[src/hw/rfc_pkg.sv]
// Package for the receive filter control register block
// What this block does
// - A set iscsi_filter_off bit turns iSCSI header filtering off; clear keeps it on.
// - The iscsi_header_dwords field gives the iSCSI header length in 32-bit words for packet split.
// - A set nfs_write_filter_off bit stops header filtering of NFS write requests.
// - A set nfs_read_filter_off bit stops header filtering of NFS read replies.
// - The nfs_protocol_version field selects NFS version 2, 3 or 4, with the fourth code reserved.
// - A set ipv6_filter_off bit stops packet filtering of IPv6 packets.
// - A set ipv6_checksum_off bit stops receive checksum offload on IPv6 packets.
// - A set ack_irq_accel_off bit stops TCP ACKs from accelerating the interrupt.
// - With ack_payload_check_off clear an ACK needs the ACK flag and no payload; set, the flag alone.
// - A set frag_header_split_off bit stops header split of fragmented IP packets.
// - Extended status is written when ext_status_on is set or the split descriptor format is used.
// - With NFS parsing turned off by either NFS bit, an NFS packet is classed as iSCSI.
package rfc_pkg;
  localparam logic [15:0] RFC_ADDR_RFCTRL = 16'h5008;
  localparam logic [31:0] RFC_RESET_VAL   = 32'h0000_0000;
  localparam logic [31:0] RFC_IMPL_MASK   = 32'h0000_FFFF;
  localparam int          RFC_BIT_ISCSI   = 0;
  localparam int          RFC_BIT_NFSW    = 6;
  localparam int          RFC_BIT_NFSR    = 7;
  localparam int          RFC_BIT_V6F     = 10;
  localparam int          RFC_BIT_V6X     = 11;
  localparam int          RFC_BIT_ACKI    = 12;
  localparam int          RFC_BIT_ACKD    = 13;
  localparam int          RFC_BIT_FRAG    = 14;
  localparam int          RFC_BIT_EXST    = 15;
  localparam int          RFC_DW_LSB      = 1;
  localparam int          RFC_DW_MSB      = 5;
  localparam int          RFC_VER_LSB     = 8;
  localparam int          RFC_VER_MSB     = 9;
  localparam logic [1:0]  RFC_NFS_V2      = 2'h0;
  localparam logic [1:0]  RFC_NFS_V3      = 2'h1;
  localparam logic [1:0]  RFC_NFS_V4      = 2'h2;

  // Decoded controls driven to the receive path
  typedef struct packed {
    logic       iscsi_filter_on;
    logic [4:0] iscsi_header_dwords;
    logic       nfs_write_filter_on;
    logic       nfs_read_filter_on;
    logic       nfs_v2;
    logic       nfs_v3;
    logic       nfs_v4;
    logic       nfs_protocol_version_reserved;
    logic       ipv6_filter_on;
    logic       ipv6_checksum_on;
    logic       ack_irq_accel_on;
    logic       ack_payload_check_on;
    logic       frag_header_split_on;
    logic       ext_status_on;
  } rfc_ctrl_t;

  // Per-packet classification inputs from the receive parser
  typedef struct packed {
    logic valid;
    logic is_tcp;
    logic tcp_ack_flag;
    logic has_payload;
    logic is_nfs;
    logic is_iscsi;
    logic split_desc;
  } rfc_pkt_t;

  // Per-packet classification results
  typedef struct packed {
    logic valid;
    logic iscsi_class;
    logic ack_packet;
    logic ack_irq_accel;
    logic ext_status_write;
  } rfc_cls_t;

  typedef enum logic [1:0] {
    RFC_IDLE   = 2'b01,
    RFC_ACCESS = 2'b10
  } rfc_state_t;
endpackage

[src/hw/rfc_classify.sv]
// Per-packet classifier steered by the receive filter controls
`timescale 1ns/1ps
`default_nettype none
module rfc_classify
  import rfc_pkg::*;
(
  input  wire logic      clk,
  input  wire logic      rst_n,
  input  wire logic      clk_en,
  input  wire rfc_ctrl_t ctrl,
  input  wire rfc_pkt_t  pkt,
  output rfc_cls_t       cls_r
);
  rfc_cls_t cls_nxt;
  logic     ack_pkt;

  always_comb begin
    ack_pkt = pkt.is_tcp && pkt.tcp_ack_flag && (!ctrl.ack_payload_check_on || !pkt.has_payload);
    cls_nxt.valid            = pkt.valid;
    cls_nxt.iscsi_class      = pkt.is_iscsi ||
                               (pkt.is_nfs && !(ctrl.nfs_write_filter_on && ctrl.nfs_read_filter_on));
    cls_nxt.ack_packet       = ack_pkt;
    cls_nxt.ack_irq_accel    = ack_pkt && ctrl.ack_irq_accel_on;
    cls_nxt.ext_status_write = ctrl.ext_status_on || pkt.split_desc;
  end

  always_ff @(posedge clk or negedge rst_n) begin
    if (!rst_n) begin
      cls_r <= '0;
    end else if (clk_en) begin
      cls_r <= cls_nxt;
    end
  end
endmodule
`default_nettype wire

[src/hw/rfc_top.sv]
// APB slave holding the receive filter control register
`timescale 1ns/1ps
`default_nettype none
module rfc_top
  import rfc_pkg::*;
(
  input  wire logic        ref_clk,
  input  wire logic        reset_n,
  input  wire logic        clk_en,
  input  wire logic        psel,
  input  wire logic        penable,
  input  wire logic        pwrite,
  input  wire logic [15:0] paddr,
  input  wire logic [31:0] pwdata,
  input  wire logic [3:0]  pstrb,
  output logic             pready,
  output logic [31:0]      prdata,
  output logic             pslverr,
  input  wire rfc_pkt_t    pkt,
  output rfc_ctrl_t        ctrl_r,
  output rfc_cls_t         cls
);
  logic        rst_s1_r;
  logic        rst_n_r;
  logic [31:0] rfctrl_r;
  logic [31:0] rfctrl_nxt;
  logic [31:0] prdata_r;
  logic        pslverr_r;
  logic        hit;
  logic        access;
  rfc_state_t  state_r;
  rfc_ctrl_t   ctrl_nxt;

  function automatic logic [31:0] rfc_merge(input logic [31:0] old_v, input logic [31:0] new_v,
                                            input logic [3:0] strb);
    logic [31:0] res;
    res = old_v;
    for (int i = 0; i < 4; i++) begin
      if (strb[i]) begin
        res[i*8 +: 8] = new_v[i*8 +: 8];
      end
    end
    return res;
  endfunction

  // Reset release synchroniser
  always_ff @(posedge ref_clk or negedge reset_n) begin
    if (!reset_n) begin
      rst_s1_r <= 1'b0;
      rst_n_r  <= 1'b0;
    end else begin
      rst_s1_r <= 1'b1;
      rst_n_r  <= rst_s1_r;
    end
  end

  assign hit    = (paddr == RFC_ADDR_RFCTRL);
  assign access = psel && penable && (state_r == RFC_ACCESS);
  // Zero wait states: the access phase completes at its first edge
  assign pready  = psel && penable;
  assign prdata  = prdata_r;
  assign pslverr = pslverr_r;

  always_ff @(posedge ref_clk or negedge rst_n_r) begin
    if (!rst_n_r) begin
      state_r <= RFC_IDLE;
    end else if (clk_en) begin
      case (state_r)
        RFC_IDLE:   state_r <= (psel && !penable) ? RFC_ACCESS : RFC_IDLE;
        RFC_ACCESS: state_r <= (psel && !penable) ? RFC_ACCESS : RFC_IDLE;
        default:    state_r <= RFC_IDLE;
      endcase
    end
  end

  assign rfctrl_nxt = rfc_merge(rfctrl_r, pwdata, pstrb) & RFC_IMPL_MASK;

  always_ff @(posedge ref_clk or negedge rst_n_r) begin
    if (!rst_n_r) begin
      rfctrl_r <= RFC_RESET_VAL;
    end else if (clk_en && access && pwrite && hit) begin
      rfctrl_r <= rfctrl_nxt;
    end
  end

  // Read data and error answer, captured in setup so they are stable in access
  always_ff @(posedge ref_clk or negedge rst_n_r) begin
    if (!rst_n_r) begin
      prdata_r  <= '0;
      pslverr_r <= 1'b0;
    end else if (clk_en && psel && !penable) begin
      prdata_r  <= (!pwrite && hit) ? (rfctrl_r & RFC_IMPL_MASK) : '0;
      pslverr_r <= !hit;
    end
  end

  always_comb begin
    ctrl_nxt.iscsi_filter_on      = !rfctrl_r[RFC_BIT_ISCSI];
    ctrl_nxt.iscsi_header_dwords  = rfctrl_r[RFC_DW_MSB:RFC_DW_LSB];
    ctrl_nxt.nfs_write_filter_on  = !rfctrl_r[RFC_BIT_NFSW];
    ctrl_nxt.nfs_read_filter_on   = !rfctrl_r[RFC_BIT_NFSR];
    ctrl_nxt.nfs_v2               = rfctrl_r[RFC_VER_MSB:RFC_VER_LSB] == RFC_NFS_V2;
    ctrl_nxt.nfs_v3               = rfctrl_r[RFC_VER_MSB:RFC_VER_LSB] == RFC_NFS_V3;
    ctrl_nxt.nfs_v4               = rfctrl_r[RFC_VER_MSB:RFC_VER_LSB] == RFC_NFS_V4;
    ctrl_nxt.nfs_protocol_version_reserved     = !(ctrl_nxt.nfs_v2 || ctrl_nxt.nfs_v3 || ctrl_nxt.nfs_v4);
    ctrl_nxt.ipv6_filter_on       = !rfctrl_r[RFC_BIT_V6F];
    ctrl_nxt.ipv6_checksum_on     = !rfctrl_r[RFC_BIT_V6X];
    ctrl_nxt.ack_irq_accel_on     = !rfctrl_r[RFC_BIT_ACKI];
    ctrl_nxt.ack_payload_check_on = !rfctrl_r[RFC_BIT_ACKD];
    ctrl_nxt.frag_header_split_on = !rfctrl_r[RFC_BIT_FRAG];
    ctrl_nxt.ext_status_on        = rfctrl_r[RFC_BIT_EXST];
  end

  always_ff @(posedge ref_clk or negedge rst_n_r) begin
    if (!rst_n_r) begin
      ctrl_r <= '0;
    end else if (clk_en) begin
      ctrl_r <= ctrl_nxt;
    end
  end

  rfc_classify u_classify (
    .clk    (ref_clk),
    .rst_n  (rst_n_r),
    .clk_en (clk_en),
    .ctrl   (ctrl_r),
    .pkt    (pkt),
    .cls_r  (cls)
  );
endmodule
`default_nettype wire

[config.mk]
export PLATFORM = sky130hd
export DESIGN_NAME = rfc_top
export DESIGN_NICKNAME = d
export VERILOG_FILES = /design/src/hw/rfc_pkg.sv /design/src/hw/rfc_classify.sv /design/src/hw/rfc_top.sv
export SDC_FILE = /design/constraint.sdc
export NUM_CORES = 1
export LEC_CHECK = 0
export ABC_AREA = 1
export BUFFER_PORTS_ARGS = -buffer_cell sky130_fd_sc_hd__buf_2
export CAP_MARGIN = 20
export CORE_ASPECT_RATIO = 1.25
export CORE_MARGIN = 3
export CORE_UTILIZATION = 34
export CTS_CLUSTER_SIZE = 16
export DETAILED_ROUTE_END_ITERATION = 12
export PLACE_DENSITY = 0.6
export SLEW_MARGIN = 40
export SYNTH_ARGS = -nofsm -noshare
export SYNTH_HDL_FRONTEND = slang
export SYNTH_SLANG_ARGS = --single-unit
[constraint.sdc]
create_clock -name ref_clk -period 2.1 [get_ports ref_clk]
set_clock_uncertainty 0.05 [all_clocks]
set_input_delay 0.42 -clock ref_clk [delete_from_list [all_inputs] [get_ports ref_clk]]
set_output_delay 0.42 -clock ref_clk [all_outputs]
set_load 0.1 [all_outputs]
### After elaboration in Yosys (flattened, before gate mapping)

Index checks and enable logic that the tools add are counted.
Widths: inputs -> output; s select.

* register bits: 76
* output and inout bits: 57
* word-level logic and storage cells: 72

* eq/ne operators: 5
* muxes and demuxes: 3
* reduce and logical (&&, ||, !) cells: 38

Operator list (number)
* $eq 16x15->1 const B: 1
* $mux 16: 1
* $logic_not 1->1: 15
* $logic_and 1x1->1: 14
* $logic_or 1x1->1: 5
* $eq 2x1->1 const B: 2
* $eq 2x2->1 const B: 2
* $mux 2: 2
* $reduce_and 2->1: 2
* $logic_not 2->1: 1
* $reduce_or 2->1: 1

### Logic depth before layout (Yosys ltp)

* word-level depth: 6
* depth in mapped cells: 9

### Cells and area by module

From an unflattened synthesis, not the netlist that was laid out.

* cells, all modules: 327
* area, all modules: 2780.2 µm²

Modules (own cells, without submodules)
* rfc_top: instances 1, cells each 301, area each 2570.0 µm²
* rfc_classify: instances 1, cells each 26, area each 210.2 µm²

### Least setup slack after synthesis

Ideal clock, no wire load.

* path type: input to output
* start point: input port psel
* end point: output port pready
* arrival: 1.105 ns
* required time: 1.630 ns
* slack: 0.525 ns
* stages on the path: 2
* buffers on the path: 0
* cells stage by stage: nand2_2 > inv_1

* word-level cells in the longest chain between the ends: 1

RTL lines
* from (decl): line rfc_top.sv:10 `input wire logic psel,`
* $logic_and 1x1->1: line rfc_top.sv:60 `assign pready = psel && penable;`
* to (decl): line rfc_top.sv:16 `output logic pready,`

No other way between the ends.

### Worst setup path after layout

* start point: register ctrl_r[10] (netlist name)
* end point: output port ctrl_r[10] (netlist name)

RTL lines
* from (decl): line rfc_top.sv:20 `output rfc_ctrl_t ctrl_r,`
* from (signal assigned): line rfc_top.sv:118 `ctrl_r <= ctrl_nxt;`

No word-level cell between the ends.

==> impl_metrics.yaml <==
clock_network:
  cts_root_buffer: "clkbuf_8"
  clock_latency_ps: 330
  cts.clk_slew.worst_paths_ps: 70
  htreeDepth: 3
  cts_resized: 0
  cts_made_buffers: 9
  cts_tree: "built"
  cts_setup_buffers: 0
  clock_path_buffers: 2
  cts_num_sinks: 60
placed_design:
  hpwl_mm: 4.99
  dp_worst_setup_slack_ps: 436
  gp_congestion: 0.799
  port_buffers: 87
sta:
  rsz0062_at_grt: "false"
  fmax_mhz: 615
  final_period_minus_worst_setup_slack_ps: 1630
  period_share: 0.774
  fin_setup_tns_ps: 0
  worst_pin_slew_ps: 533
  setup_viol: 0
  finalHoldViolations: 0
  max_slew_margin: 0.645
  finalWorstSetupSlack_ps: 475
  final_max_slew_viol_count: 0
logic_synthesis:
  synth-seq-cells: 60
  ys_seq_area_frac: 0.538
  synth_warnings: 0
  syn_area_per_cell_um2: 8.67
  ys_types: 25
  synth_cells: 322
  syn-cell-area_mm2: 0.00279
critical_path:
  cp_slowest_cell: "buf_2"
  critical_path.top_delay_family: "buffers and inverters"
  crit_path_end_kind: "primary output"
  path_class: "register to primary output"
  cp_num_buf_inv: 1
  path_cells: "buf_2"
  reg2reg_slack_ps: 600
  worstPathRequired_ps: 1630
  startpoint_type: "register"
  crit_arrival_ps: 1160
  worstReg2RegStart: "state_r[0]"
  critPathMaxFanout: 3
  r2r_end: "rfctrl_r[15]"
  r2r_cells: 7
  cpPeakStageDelay_ps: 440
cells_and_area:
  antennaDiodeCount: 0
  drive_gt1_frac: 0.290
  fin_nets: 478
  mostFrequentLayoutCells: "126 x nand2_1, 87 x buf_2, 58 x dfrtp_1, 19 x inv_1"
  n_fill_cell: 799
  syn2layout_area_growth_pct: 22.6
  final_common_cell: "nand2_1"
outcome:
  outcome: "finished, final reports clean"
detailed_routing:
  via_count: 2353
  wl_per_cell_um: 13.3
  via_per_inst: 4.60
  dr.pass1.iters: 4
  wl_mm: 6.83
  drt_drc_violations_left: 0
  postRouteAntennaNets: 0
  first_iter_violations: 82
floorplan:
  io_pins: 122
  initial_utilization: 0.354
  dieArea_mm2: 0.00934
  die_y_um: 107
  die_x_um: 87.1
  rows: 36
  design.core.area_mm2: 0.00788
grt:
  antenna_found_initial: 0
  grt-ovfl-total: 0
  grt_max_degree: 34
  grt_use_total: 0.150
  grt_pass1_vias: 2176
  grt_pass1_wl_mm: 10.8
worst_hold_path:
  hp-class: "register to async pin"
run:
  cap_violations: 0
power:
  ir_drop_mv: 0.301
  leakage_uw: 0.00199
  power.density_mw_per_mm2: 781
-- worst max-delay path by stage --
stage / endpoint / start / cells past startpoint / slack (ps)
floorplan: ctrl_r[0] / rst_n_r / 0 / 260
global placement: prdata[2] / clk_en / 5 / 430
detailed placement: prdata[2] / clk_en / 5 / 440
CTS: ctrl_r[10] / ctrl_r[10] / 1 / 450
global route: ctrl_r[10] / ctrl_r[10] / 1 / 420
finish: ctrl_r[10] / ctrl_r[10] / 1 / 470
-- stage by stage --
stage                     total power (uW)   util  hold slack [ps]  instance area, um2  cells
after floorplan                       1640      -             74.4                2850    337
after global placement                1720  0.410              154                3240    495
after detailed placement              1720  0.410              158                3240    495
after CTS                             2690  0.434              210                3420    512
after global routing                  2780  0.434              237                3420    512
final                                 2670  0.434              202                3420    512
-- metal layers --
layer | GRT usage | part of all wire | vias to the layer above
li1 | - | - | 1170
met1 | 0.186 | 0.43 | 1087
met2 | 0.242 | 0.48 | 86
met3 | 0.0375 | 0.064 | 10
met4 | 0.0679 | 0.020 | 0
met5 | 0 | 0 | -
-- synthesized netlist by cell type, drive strengths merged --
| cell | n | area, um2 |
|---|---|---|
| clkbuf | 2 | 7.51 |
| ha | 1 | 12.5 |
| nand4 | 19 | 149 |
| o21a | 1 | 7.51 |
| inv | 22 | 82.6 |
| o31ai | 1 | 7.51 |
| conb | 2 | 7.51 |
| o21ai | 16 | 80.1 |
| nand2 | 128 | 485 |
| buf | 26 | 191 |
| nor2 | 24 | 134 |
| dfrtp | 59 | 1480 |
| nand3 | 19 | 120 |
| dfstp | 1 | 26.3 |
| a21oi | 1 | 5.00 |
-- final cells by class --
cell class	instances	area [um2]	area share
Clock buffer	14	143	0.0417
Clock inverter	2	35.0	0.0102
Inverter	22	82.6	0.0241
Multi-Input combinational cell	227	1060	0.311
Sequential cell	60	1500	0.439
Tap cell	95	119	0.0347
Timing Repair Buffer	92	475	0.139
-- what timing repair did --
item	4_1_cts	5_1_grt
hold endpoints to repair	2	0
hold buffers	1	0
setup endpoints to repair	0	0
-- where the power goes --
part / switching (uW) / internal [uW]
registers: 23.7 / 1190
logic: 413 / 78.1
clock network: 422 / 549
total: 859 / 1810
-- kinds of logic after synthesis --
logic type | Yosys count | share of synthesized area
buffers and inverters | 50 | 0.101
adder cells (fa/ha/maj) | 1 | 0.00448
flip-flops | 60 | 0.538
other | 2 | 0.00269
AND/OR/NAND/NOR | 190 | 0.318
AO/OA/AOI/OAI | 19 | 0.0358
-- sequential cells by signal, indices dropped and copies added (netlist names) --
register / count
ctrl_r: 18
prdata: 16
pslverr: 1
rfctrl_r: 16
rst_n_r: 1
rst_s1_r: 1
state_r: 2
u_classify.cls_r: 5
(Power assumes the default switching activity.)
